$ cat config.mk
export PLATFORM = sky130hd
export DESIGN_NAME = link_status_regs
export DESIGN_NICKNAME = d
export VERILOG_FILES = /design/src/common/link_status_pkg.sv /design/src/core/err_reply_fifo.sv /design/src/core/rsp_classifier.sv /design/src/core/link_status_regs.sv
export SDC_FILE = /design/constraint.sdc
export NUM_CORES = 1
export LEC_CHECK = 0
export BUFFER_PORTS_ARGS = -buffer_cell sky130_fd_sc_hd__buf_4
export CORE_AREA = 4 4 120 122
export CTS_BUF_LIST = sky130_fd_sc_hd__clkbuf_16
export CTS_CLUSTER_DIAMETER = 30
export CTS_CLUSTER_SIZE = 12
export DETAILED_ROUTE_END_ITERATION = 10
export DIE_AREA = 0 0 124 126
export PLACE_DENSITY_LB_ADDON = 0.05
export SETUP_SLACK_MARGIN = 0.5
export SLEW_MARGIN = 20
export SYNTH_ARGS = -nofsm -noshare
export SYNTH_HDL_FRONTEND = slang
export SYNTH_SLANG_ARGS = --single-unit
export TNS_END_PERCENT = 10
$ cat constraint.sdc
create_clock -name pclk -period 2.9 [get_ports pclk]
set_input_delay 0.145 -clock pclk [delete_from_list [all_inputs] [get_ports pclk]]
set_output_delay 0.145 -clock pclk [all_outputs]
set_load 0.01 [all_outputs]
$ cat src/common/link_status_pkg.sv
// Purpose: constants and types for the link status and error reply registers
// Assumes: 32-bit apb, one aligned word per register
// Notes:   one clock, asynchronous active-low reset
//
// Overview of operation
// - transceiver_lock_status bits 15:0 show per-channel recovered clock lock
// - half width: lock bits 15:8 read zero
// - lane status 31:16 word boundary found; half width top eight zero
// - lane status 15:0 show descrambler synced; half width upper eight zero
// - link status bit 16 mirrors peer power-state input level
// - link status bit 8 set when all lanes deskewed
// - six-bit one-hot init state in bits 5:0, resets to reset state
// - each error response packet pushes code and cube id into fifo, dropped when fifo full
// - reading error reply register returns head entry then pops it
// - read/write/mode responses with error bypass queue, flagged on datapath
// - bit 16 valid only when queue holds an entry
// - cube identifier in bits 10:8
// - seven-bit error code in bits 6:0
// - interrupt source raised while queue non-empty
package link_status_pkg;

    // ----------------------------------------
    // register offsets
    // ----------------------------------------
    localparam logic [7:0] XCVR_LOCK_OFF  = 8'h08;
    localparam logic [7:0] LANE_SYNC_OFF  = 8'h0c;
    localparam logic [7:0] LINK_STATE_OFF = 8'h10;
    localparam logic [7:0] ERR_REPLY_OFF  = 8'h14;
    localparam logic [7:0] IRQ_STATUS_OFF = 8'h18;
    localparam logic [7:0] IRQ_MASK_OFF   = 8'h1c;

    // ----------------------------------------
    // field positions
    // ----------------------------------------
    localparam int WORD_LOCK_LSB   = 16;
    localparam int PEER_PS_BIT     = 16;
    localparam int DESKEW_BIT      = 8;
    localparam int ERR_VALID_BIT   = 16;
    localparam int CUBE_LSB        = 8;
    localparam int IRQ_ERR_BIT     = 0;
    localparam int IRQ_WIDTH       = 1;

    // ----------------------------------------
    // reset values and encodings
    // ----------------------------------------
    localparam logic [5:0] INIT_ACTIVE   = 6'h20;
    localparam logic [5:0] INIT_TRET     = 6'h10;
    localparam logic [5:0] INIT_TS1      = 6'h08;
    localparam logic [5:0] INIT_NULLS    = 6'h04;
    localparam logic [5:0] INIT_I2C_CFG  = 6'h02;
    localparam logic [5:0] INIT_RESET    = 6'h01;
    localparam logic [31:0] LINK_STATE_RST = 32'h0000_0001;
    localparam logic [31:0] ZERO_WORD      = 32'h0000_0000;

    typedef enum logic [1:0] {
        RSP_READ,
        RSP_WRITE,
        RSP_MODE,
        RSP_ERROR
    } rsp_kind_t;

    // one received response as seen by this block
    typedef struct packed {
        logic       valid;
        rsp_kind_t  kind;
        logic [2:0] cube;
        logic [6:0] errstat;
    } rx_rsp_t;

    typedef struct packed {
        logic [2:0] cube;
        logic [6:0] errstat;
    } err_entry_t;

endpackage : link_status_pkg

$ cat src/core/err_reply_fifo.sv
// Purpose: small fifo of error reply entries
// Assumes: pop only when not empty
// Notes:   push on full is dropped; simultaneous push and pop allowed
`timescale 1ns/1ps
module err_reply_fifo
    import link_status_pkg::*;
#(
    parameter int DEPTH = 8,
    parameter int AW    = 3
) (
    input  wire logic       pclk,
    input  wire logic       presetn,
    input  wire logic       push,
    input  wire err_entry_t push_data,
    input  wire logic       pop,
    output err_entry_t      head,
    output logic            not_empty,
    output logic            full
);
    err_entry_t       mem [DEPTH];
    logic [AW-1:0]    wr_q;
    logic [AW-1:0]    rd_q;
    logic [AW:0]      cnt_q;
    wire              do_push = push && !full;
    wire              do_pop  = pop && not_empty;

    assign not_empty = (cnt_q != '0);
    assign full      = (cnt_q == (AW+1)'(DEPTH));
    assign head      = mem[rd_q];

    always_ff @(posedge pclk) begin
        if (do_push) begin
            mem[wr_q] <= push_data;
        end
    end

    always_ff @(posedge pclk or negedge presetn) begin
        if (!presetn) begin
            wr_q  <= '0;
            rd_q  <= '0;
            cnt_q <= '0;
        end else begin
            if (do_push) begin
                wr_q <= (wr_q == AW'(DEPTH-1)) ? '0 : wr_q + 1'b1;
            end
            if (do_pop) begin
                rd_q <= (rd_q == AW'(DEPTH-1)) ? '0 : rd_q + 1'b1;
            end
            cnt_q <= cnt_q + (AW+1)'(do_push) - (AW+1)'(do_pop);
        end
    end

    empty_pop_a: assert property (@(posedge pclk)
        disable iff (!presetn)
        (pop && !not_empty && !push) |=> !not_empty)
        else $error("pop while empty changed the fifo");
endmodule : err_reply_fifo

$ cat src/core/rsp_classifier.sv
// Purpose: split received responses into error queue pushes and datapath flag
// Assumes: one response per cycle at most
// Notes:   outputs are registered one cycle after the input
`timescale 1ns/1ps
module rsp_classifier
    import link_status_pkg::*;
(
    input  wire logic    pclk,
    input  wire logic    presetn,
    input  wire rx_rsp_t rsp_in,
    output logic         push,
    output err_entry_t   push_data,
    output logic         datapath_response_error_flag
);
    wire is_err_pkt = rsp_in.valid && (rsp_in.kind == RSP_ERROR);
    wire is_bad_rsp = rsp_in.valid && (rsp_in.kind != RSP_ERROR)
                      && (rsp_in.errstat != 7'h00);

    always_ff @(posedge pclk or negedge presetn) begin
        if (!presetn) begin
            push                         <= 1'b0;
            push_data                    <= '0;
            datapath_response_error_flag <= 1'b0;
        end else begin
            push                         <= is_err_pkt;
            push_data                    <= '{rsp_in.cube, rsp_in.errstat};
            datapath_response_error_flag <= is_bad_rsp;
        end
    end

    bad_rsp_bypass_a: assert property (@(posedge pclk)
        disable iff (!presetn)
        is_bad_rsp |=> (datapath_response_error_flag && !push))
        else $error("errored response entered queue or lost flag");
endmodule : rsp_classifier

$ cat src/core/link_status_regs.sv
// Purpose: apb status registers for link lock, sync, init state, error replies
// Assumes: status inputs synchronous to pclk
// Notes:   apb answers with zero wait states, pslverr on unmapped address
//
// Decided for this implementation: the APB slave port.
`timescale 1ns/1ps
module link_status_regs
    import link_status_pkg::*;
#(
    parameter int  LANES      = 16,
    parameter bit  HALF_WIDTH = 1'b0,
    parameter int  FIFO_DEPTH = 8,
    parameter int  FIFO_AW    = 3
) (
    input  wire logic              pclk,
    input  wire logic              presetn,
    input  wire logic              psel,
    input  wire logic              penable,
    input  wire logic              pwrite,
    input  wire logic [7:0]        paddr,
    input  wire logic [31:0]       pwdata,
    output logic [31:0]            prdata,
    output logic                   pready,
    output logic                   pslverr,
    input  wire logic [LANES-1:0]  recovered_clock_locked,
    input  wire logic [LANES-1:0]  lane_word_boundary_found,
    input  wire logic [LANES-1:0]  lane_descrambler_synced,
    input  wire logic              peer_power_state_level,
    input  wire logic              all_lanes_deskewed,
    input  wire logic [5:0]        link_init_state,
    input  wire rx_rsp_t           rx_rsp,
    output logic                   datapath_response_error_flag,
    output logic                   irq
);
    // ----------------------------------------
    // lane masking
    // ----------------------------------------
    function automatic logic [15:0] lane_mask(input logic [LANES-1:0] v);
        logic [15:0] w;
        w = 16'(v);
        if (HALF_WIDTH) begin
            w[15:8] = 8'h00;
        end
        return w;
    endfunction : lane_mask

    wire [15:0] cdr_bits  = lane_mask(recovered_clock_locked);
    wire [15:0] word_bits = lane_mask(lane_word_boundary_found);
    wire [15:0] desc_bits = lane_mask(lane_descrambler_synced);

    // ----------------------------------------
    // status input capture
    // ----------------------------------------
    logic [5:0] init_q;
    logic [15:0] cdr_q;
    logic [15:0] word_q;
    logic [15:0] desc_q;
    logic        ps_q;
    logic        deskew_q;

    always_ff @(posedge pclk or negedge presetn) begin
        if (!presetn) begin
            init_q   <= LINK_STATE_RST[5:0];
            cdr_q    <= '0;
            word_q   <= '0;
            desc_q   <= '0;
            ps_q     <= 1'b0;
            deskew_q <= 1'b0;
        end else begin
            init_q   <= link_init_state;
            cdr_q    <= cdr_bits;
            word_q   <= word_bits;
            desc_q   <= desc_bits;
            ps_q     <= peer_power_state_level;
            deskew_q <= all_lanes_deskewed;
        end
    end

    // ----------------------------------------
    // error reply queue
    // ----------------------------------------
    logic       q_push;
    err_entry_t q_push_data;
    err_entry_t q_head;
    logic       q_not_empty;
    logic       q_full;
    logic       dp_err_flag;

    rsp_classifier u_cls (
        .pclk                         (pclk),
        .presetn                      (presetn),
        .rsp_in                       (rx_rsp),
        .push                         (q_push),
        .push_data                    (q_push_data),
        .datapath_response_error_flag (dp_err_flag)
    );

    // ----------------------------------------
    // apb decode
    // ----------------------------------------
    wire setup_phase = psel && !penable;
    wire access_rd   = psel && penable && !pwrite;
    wire access_wr   = psel && penable && pwrite;
    wire hit_xcvr    = (paddr == XCVR_LOCK_OFF);
    wire hit_lane    = (paddr == LANE_SYNC_OFF);
    wire hit_link    = (paddr == LINK_STATE_OFF);
    wire hit_err     = (paddr == ERR_REPLY_OFF);
    wire hit_istat   = (paddr == IRQ_STATUS_OFF);
    wire hit_imask   = (paddr == IRQ_MASK_OFF);
    wire hit_any     = hit_xcvr | hit_lane | hit_link | hit_err
                       | hit_istat | hit_imask;
    // read-only regs refuse writes except the mask
    wire bad_access  = !hit_any || (pwrite && !hit_imask);

    // pop only what the setup cycle showed as valid; an entry
    // landing between setup and access must wait for the next read
    logic pop_ok_q;
    wire  q_pop      = access_rd && hit_err && pop_ok_q;

    err_reply_fifo #(
        .DEPTH (FIFO_DEPTH),
        .AW    (FIFO_AW)
    ) u_fifo (
        .pclk      (pclk),
        .presetn   (presetn),
        .push      (q_push),
        .push_data (q_push_data),
        .pop       (q_pop),
        .head      (q_head),
        .not_empty (q_not_empty),
        .full      (q_full)
    );

    // ----------------------------------------
    // interrupt status and mask
    // ----------------------------------------
    logic [IRQ_WIDTH-1:0] istat_q;
    logic [IRQ_WIDTH-1:0] imask_q;
    logic                 nempty_q;
    wire  err_event = q_not_empty && !nempty_q;
    wire  istat_rd  = access_rd && hit_istat;

    always_ff @(posedge pclk or negedge presetn) begin
        if (!presetn) begin
            istat_q  <= '0;
            imask_q  <= '0;
            nempty_q <= 1'b0;
        end else begin
            nempty_q <= q_not_empty;
            // set wins over read clear
            if (err_event) begin
                istat_q[IRQ_ERR_BIT] <= 1'b1;
            end else if (istat_rd) begin
                istat_q[IRQ_ERR_BIT] <= 1'b0;
            end
            if (access_wr && hit_imask) begin
                imask_q <= pwdata[IRQ_WIDTH-1:0];
            end
        end
    end

    // ----------------------------------------
    // read mux
    // ----------------------------------------
    logic [31:0] rd_word;
    always_comb begin
        rd_word = ZERO_WORD;
        if (hit_xcvr) begin
            rd_word[15:0] = cdr_q;
        end
        if (hit_lane) begin
            rd_word[WORD_LOCK_LSB +: 16] = word_q;
            rd_word[15:0]                = desc_q;
        end
        if (hit_link) begin
            rd_word[PEER_PS_BIT] = ps_q;
            rd_word[DESKEW_BIT]  = deskew_q;
            rd_word[5:0]         = init_q;
        end
        if (hit_err) begin
            rd_word[ERR_VALID_BIT] = q_not_empty;
            if (q_not_empty) begin
                rd_word[CUBE_LSB +: 3] = q_head.cube;
                rd_word[6:0]           = q_head.errstat;
            end
        end
        if (hit_istat) begin
            rd_word[IRQ_WIDTH-1:0] = istat_q;
        end
        if (hit_imask) begin
            rd_word[IRQ_WIDTH-1:0] = imask_q;
        end
    end

    // ----------------------------------------
    // apb answer registers
    // ----------------------------------------
    always_ff @(posedge pclk or negedge presetn) begin
        if (!presetn) begin
            prdata  <= ZERO_WORD;
            pready  <= 1'b0;
            pslverr <= 1'b0;
            pop_ok_q <= 1'b0;
        end else begin
            // answer registered in setup so access sees it at once
            pready  <= setup_phase;
            pslverr <= setup_phase && bad_access;
            prdata  <= (setup_phase && !pwrite) ? rd_word : ZERO_WORD;
            pop_ok_q <= setup_phase && !pwrite && hit_err && q_not_empty;
        end
    end

    always_ff @(posedge pclk or negedge presetn) begin
        if (!presetn) begin
            irq                          <= 1'b0;
            datapath_response_error_flag <= 1'b0;
        end else begin
            irq <= |(istat_q & imask_q) || (q_not_empty && imask_q[0]);
            datapath_response_error_flag <= dp_err_flag;
        end
    end

    // ----------------------------------------
    // checks
    // ----------------------------------------
    // reset state
    init_reset_a: assert property (@(posedge pclk)
        $rose(presetn) |-> init_q == INIT_RESET)
        else $error("init state not reset state after reset");

    read_pops_a: assert property (@(posedge pclk)
        disable iff (!presetn)
        (q_pop && q_not_empty && !q_push && !u_fifo.full)
        |=> u_fifo.cnt_q == $past(u_fifo.cnt_q) - 1'b1)
        else $error("read of error reply did not pop");

    push_grows_a: assert property (@(posedge pclk)
        disable iff (!presetn)
        (q_push && !q_pop && !q_full)
        |=> u_fifo.cnt_q == $past(u_fifo.cnt_q) + 1'b1)
        else $error("error packet not queued");

    valid_bit_a: assert property (@(posedge pclk)
        disable iff (!presetn)
        (setup_phase && hit_err && !pwrite)
        |=> prdata[ERR_VALID_BIT] == $past(q_not_empty))
        else $error("valid bit disagrees with queue");

    half_width_a: assert property (@(posedge pclk)
        disable iff (!presetn)
        HALF_WIDTH |-> (cdr_q[15:8] == 8'h00 && word_q[15:8] == 8'h00
                        && desc_q[15:8] == 8'h00))
        else $error("half width upper lanes not zero");

    peer_level_a: assert property (@(posedge pclk)
        disable iff (!presetn)
        ##1 ps_q == $past(peer_power_state_level))
        else $error("peer level not mirrored");

    deskew_flag_a: assert property (@(posedge pclk)
        disable iff (!presetn)
        all_lanes_deskewed |=> deskew_q)
        else $error("deskew flag missed");

    irq_pending_a: assert property (@(posedge pclk)
        disable iff (!presetn)
        (q_not_empty && imask_q[0]) |=> irq)
        else $error("interrupt not raised for pending entry");

    lock_read_a: assert property (@(posedge pclk)
        disable iff (!presetn)
        (setup_phase && hit_xcvr && !pwrite)
        |=> prdata == {16'h0000, $past(cdr_q)})
        else $error("lock bits not returned");

    word_read_a: assert property (@(posedge pclk)
        disable iff (!presetn)
        (setup_phase && hit_lane && !pwrite)
        |=> prdata[31:16] == $past(word_q))
        else $error("word boundary bits not returned");

    desc_read_a: assert property (@(posedge pclk)
        disable iff (!presetn)
        (setup_phase && hit_lane && !pwrite)
        |=> prdata[15:0] == $past(desc_q))
        else $error("descrambler bits not returned");

    link_read_a: assert property (@(posedge pclk)
        disable iff (!presetn)
        (setup_phase && hit_link && !pwrite)
        |=> prdata == {15'h0000, $past(ps_q), 7'h00, $past(deskew_q),
                       2'b00, $past(init_q)})
        else $error("link state word wrong");

    cube_field_a: assert property (@(posedge pclk)
        disable iff (!presetn)
        (setup_phase && hit_err && !pwrite && q_not_empty)
        |=> prdata[10:8] == $past(q_head.cube))
        else $error("cube identifier field wrong");

    errstat_field_a: assert property (@(posedge pclk)
        disable iff (!presetn)
        (setup_phase && hit_err && !pwrite && q_not_empty)
        |=> prdata[6:0] == $past(q_head.errstat))
        else $error("error code field wrong");

    empty_read_a: assert property (@(posedge pclk)
        disable iff (!presetn)
        (setup_phase && hit_err && !pwrite && !q_not_empty)
        |=> (prdata == ZERO_WORD && !q_pop))
        else $error("empty read returned data or popped");

    head_kept_a: assert property (@(posedge pclk)
        disable iff (!presetn)
        (q_not_empty && !q_pop) |=> q_head == $past(q_head))
        else $error("queue head moved without a read");

    istat_set_a: assert property (@(posedge pclk)
        disable iff (!presetn)
        err_event |=> istat_q[IRQ_ERR_BIT])
        else $error("interrupt status not set by new entry");

    dp_flag_a: assert property (@(posedge pclk)
        disable iff (!presetn)
        dp_err_flag |=> datapath_response_error_flag)
        else $error("datapath error flag not forwarded");

endmodule : link_status_regs

Yosys cells after proc, flatten, opt, wreduce, memory -nomap -nowiden

Memories as Yosys holds them, arrays and structs flattened.
Index checks and enable logic that the tools add are counted.

Register bits after elaboration: 118
Bits in writable memories: 80
Output and inout bits: 36
Word-level logic and storage cells: 94
Memories: 1

Memories:

| memory     | words | bits a word | rd ports | clocked after memory_dff | write ports | RTL line             | RTL |
|---|---|---|---|---|---|---|---|
| u_fifo.mem | 8     | 10          | 1        | 0                        | 1           | err_reply_fifo.sv:20 | `err_entry_t mem [DEPTH];` |

Add/subtract/negate cells: 4
Equality and inequality tests: 11
Muxes and demuxes: 19
Bitwise gates (word level): 6
Reduce and logical (&&, ||, !) cells: 31

Operators with widths:

| cell                | number |
|---|---|
| $mux 32             | 2 |
| $eq 8x5->1 const B  | 4 |
| $logic_and 1x1->1   | 20 |
| $eq 8x4->1 const B  | 2 |
| $mux 16             | 1 |
| $mux 7              | 2 |
| $mux 3              | 4 |
| $mux 1              | 9 |
| $reduce_bool 7->1   | 1 |
| $add 3x1->3 const B | 2 |
| $eq 3x3->1 const B  | 2 |
| $logic_not 1->1     | 6 |
| $mux 6              | 1 |
| $or 1x1->1          | 5 |
| $add 4x1->4         | 1 |
| $eq 4x4->1 const B  | 1 |
| $reduce_bool 4->1   | 1 |
| $sub 4x1->4         | 1 |
| $eq 2x2->1 const B  | 1 |
| $logic_or 1x1->1    | 2 |
| $ne 2x2->1 const B  | 1 |
| $reduce_bool 2->1   | 1 |
| $and 1x1->1         | 1 |

Longest topological paths before layout

Depth in word-level cells: 9
Mapped depth: 12
Mapped depth without buffers: 11

Hierarchy

A second synthesis with hierarchy kept.

Cell total of the unflattened synthesis: 410
Area total of the unflattened synthesis: 7234.4 um^2

Modules (own cells, without submodules):

| module           | instances | cells an instance | area each (um^2) | seq. area each (um^2) |
|---|---|---|---|---|
| err_reply_fifo   | 1         | 174               | 3697.3           | 2652.5 |
| link_status_regs | 1         | 219               | 3194.3           | 2403.6 |
| rsp_classifier   | 1         | 17                | 342.8            | 300.3 |

Least setup slack after synthesis

OpenSTA, ideal clock, no wires.

Path type: register to register
Start: register u_fifo.cnt_q[2]
End: register u_fifo.cnt_q[2]
Arrival: 2336 ps
Required time: 2777 ps
Slack: 442 ps
Cell stages (with the launch flop): 13
Buffers on the path: 1
Period minus slack after synthesis: 2458 ps
Cells stage by stage: dfrtp_1 > inv_1 > ha_1 > nor3b_1 > inv_1 > and4_1 > buf_2 > ha_1 > inv_1 > ha_1 > inv_1 > fa_1 > xnor2_1

Elaborated cells between the ends (all ways): 7

RTL lines:

| element                | RTL line               | RTL |
|---|---|---|
| start, declared        | err_reply_fifo.sv:23   | `logic [AW:0] cnt_q;` |
| start signal, assigned | err_reply_fifo.sv:49   | `cnt_q <= cnt_q + (AW+1)'(do_push) - (AW+1)'(do_pop);` |
| $reduce_bool 4->1      | err_reply_fifo.sv:27   | `assign not_empty = (cnt_q != '0);` |
| net q_not_empty        | link_status_regs.sv:85 | `logic q_not_empty;` |
| $logic_and 1x1->1      | err_reply_fifo.sv:25   | `wire do_pop = pop && not_empty;` |
| net u_fifo.do_pop      | err_reply_fifo.sv:25   |  |
| $sub 4x1->4            | err_reply_fifo.sv:49   |  |

The timed path passes the listed nets, and every way through them passes these cells.
A chain may end at the register's enable or synchronous reset.

Final worst setup path

Start: register u_fifo.cnt_q[3]
End: register u_fifo.cnt_q[1]

Elaborated cells between the ends (all ways): 7

RTL lines:

| element           | RTL line |
|---|---|
| $reduce_bool 4->1 | err_reply_fifo.sv:27 |
| net q_not_empty   | link_status_regs.sv:85 |
| $logic_and 1x1->1 | err_reply_fifo.sv:25 |
| $sub 4x1->4       | err_reply_fifo.sv:49 |

The timed path passes the listed nets, and every way through them passes these cells.

==> results.md <==
- DR vias/cell: 5.15
- TritonCTS clock tree: yes
- Post-synth EDFFs: 80
- Cell taking the most area after synthesis: dfrtp_1
- Initial antenna violation count: 0
- Comb pwr share: 0.102
- Ports: 150
- Setup TNS: 0 ns
- Final Cycle Share: 0.815
- Syn_area_per_cell: 16.8 um^2
- Port-buffer cells: 118
- Half-perimeter wire length after placement: between 9 and 10 mm
- Critical path class: reg -> reg
- Synth top area share: 0.412
- CTS clk-pin slew, worst paths: 0.06 ns
- Worst slew margin: 0.466
- Number of max-cap violations: 0
- Worst Hold Path Cells: 2
- Share of cells above drive strength 1: 0.313
- Clock sink count: 198
- Peak VDD IR: 0.436 mV
- Status: complete, no violations
- Die Wd: ~120 um
- Diode count: 0
- Clk root buf: clkbuf_16
- First-pass GRT wire length: ~23 mm
- Grt total ovfl: 0
- Commonest non-fill, non-tap cell in the layout: buf_4
- Syn nets: 547
- Largest net degree at the start of global routing: 52
- Height of the chip: 126 um
- DR vias: 4,272
- Nets@finish: 766
- Core Region: approximately 13,000 um^2
- Final hold vios: 0
- Total wire length: 14.8 mm
- CP required: about 3.2 ns
- Unique masters post-synth: 49
- Clock share of power: 0.363
- RSZ-0062 raised after global routing: yes
- Max Buffers Root-to-Sink: 2
- # rows: 42
- CP Data Arrival Time: around 2.7 ns
- Area growth, synth to finish: 35.5%
- Drt first-iter violations: 259
- Vias in the first global route: between 4,000 and 5,000
- Net Sw Frac: 0.229
- Sequential share of the synthesized area: 0.753
- First-pass DRT Iterations: 5
- Net Sw Power: between 1 and 1.5 mW
- WL/cell: 17.8 um
- Skew-Pair Late Insertion Delay: 0.43 ns
- Fmax: 423 MHz
- Length in cells of the worst reg-to-reg path: 11
- Worst Path Max Fanout: 4
- Minimum clock period: roughly 2.4 ns
- Gp weighted congestion: around 0.80
- Final setup viols: 0
- Commonest cells after routing, fill and taps aside: buf_4, dfrtp_1, edfxtp_1
- Total track usage: 0.201
- Cells after Synth: approximately 420
- Die footprint: 15,600 um^2
- Min Hold Slack: 0.0460 ns
- Initial core utilization: 0.539
- #FFs+latches synth: 198
- Worst hold path type: in -> reg
- Pleak: around 4.0 nW
- Ys Warns: 0
- Ranking of synthesized cells by area: dfrtp_1, edfxtp_1, mux4_2
- Tightest Pin Transition: 0.793 ns
- Sequential share of power: 0.535
- DRC: 0
- PwrDens: 614 nW/um^2
- Post-route ant nets: 0
- H-tree depth: 4
- Cell Area, Synth: between 7000 and 8000 um^2
- Post-layout util: 0.730
- CP startpoint kind: flip-flop
- Internal Pwr Total: 4.56 mW
- Ys async rst share: 0.596
- Worst clock skew: around 0.0088 ns
- R2r setup slk: approximately 0.54 ns
- Critical path endpoint category: flip-flop
- Slew Viols, Final: 0
- Total CTS buffers: 17
- Prevailing post-synth register cell: dfrtp_1
critical path, stage by stage (launching register included):
cell and delay, ns:
dfrtp_1 0.39, inv_1 0.07, ha_1 0.15, nor3b_4 0.25, inv_2 0.09, and4_4 0.18, ha_1 0.28, inv_1 0.06
ha_2 0.17, inv_1 0.06, fa_2 0.52, inv_1 0.04
repair_timing:
item / 4_1_cts / 5_1_grt
gates resized for setup: 5 / 2
pin swaps: 0 / 2
buffers inserted: 1 / 5
endpoints found under the setup margin: 3 / 3
endpoints found under the hold margin: 120 / 0
hold buffers: 75 / 0
power groups by stage:
stage	clock, mW	sequential, mW	combinational [mW]
finish	2.15	3.17	0.602
global route	2.31	3.18	0.675
CTS	2.20	3.16	0.572
detailed placement	0	3.21	0.473
global placement	0	3.20	0.447
floorplan	0	3.19	0.253
layout make-up:
class | count | area [um^2]
flip-flops and latches | 198 | 5360
fillers | 839 | 3560
inverters | 13 | 48.8
multi-input cells | 196 | 1650
clock buffers | 17 | 425
well taps | 176 | 220
clock inverters | 15 | 116
repair buffers | 215 | 1810
stage by stage:
step           std cells  total power [mW]  instance area (um^2)  worst slack (ns)
6_report             830              5.92                  9630             0.537
5_1_grt              830              6.16                  9630             0.462
4_1_cts              825              5.94                  9590             0.526
3_5_place_dp         717              3.69                  8280             0.198
3_3_place_gp         717              3.65                  8280             0.264
2_1_floorplan        422              3.44                  7110             0.505
metal layers:
metal  GRT usage  share of wire
met5           0              0
met4      0.0728          0.019
met3      0.0471          0.060
met2       0.332           0.50
met1       0.261           0.42
cells in the mapped netlist (2+ instances only):
cell      count
inv_1        13
mux2_2        6
o21a_1        2
ha_1         10
mux2i_1      10
clkbuf_1      6
a31oi_1       6
nor3_1        7
and2_1       16
nor2b_1       3
nor2_1       15
mux4_2       20
nand2_1      32
a21oi_1       5
buf_2         7
dfrtp_1     117
a22oi_1      10
edfxtp_1     80
nor3b_1       2
nor4_1        4
o22ai_1       4
a211o_1       6
or2_0         6
or3_1         3
o21ai_0       4
nand2b_1      5
registers in the layout, indices dropped and copies added, names as in the netlist, 3 cells and up:
| register | flops |
|---|---|
| init_q | 6 |
| u_fifo.mem | 80 |
| prdata | 32 |
| desc_q | 16 |
| u_fifo.rd_q | 3 |
| u_fifo.wr_q | 3 |
| word_q | 16 |
| cdr_q | 16 |
| u_cls.push_data | 10 |
| u_fifo.cnt_q | 4 |
cells by family (layout without fill, tap and decap cells):
group                    count (synthesis)  in the layout  synth area share
XOR/XNOR                                 2              2           0.00246
AND/OR/NAND/NOR                        104            104            0.0773
AO/OA/AOI/OAI                           43             43            0.0424
adder cells (fa/ha/maj)                 11             11            0.0204
multiplexers                            36             36            0.0869
flip-flops                             198            198             0.753
buffers and inverters                   28            260            0.0171
path summary, 6_finish.rpt:
check	startpoint	to
max	u_fifo.cnt_q[3]	u_fifo.cnt_q[1]
min	psel	pready
max reg2reg	u_fifo.cnt_q[3]	u_fifo.cnt_q[1]
min reg2reg	u_cls.datapath_response_error_flag	datapath_response_error_flag
max in group asynchronous	presetn	cdr_q[2]
min in group asynchronous	presetn	prdata[11]
No activity file was read; power rests on OpenSTA's default activity.
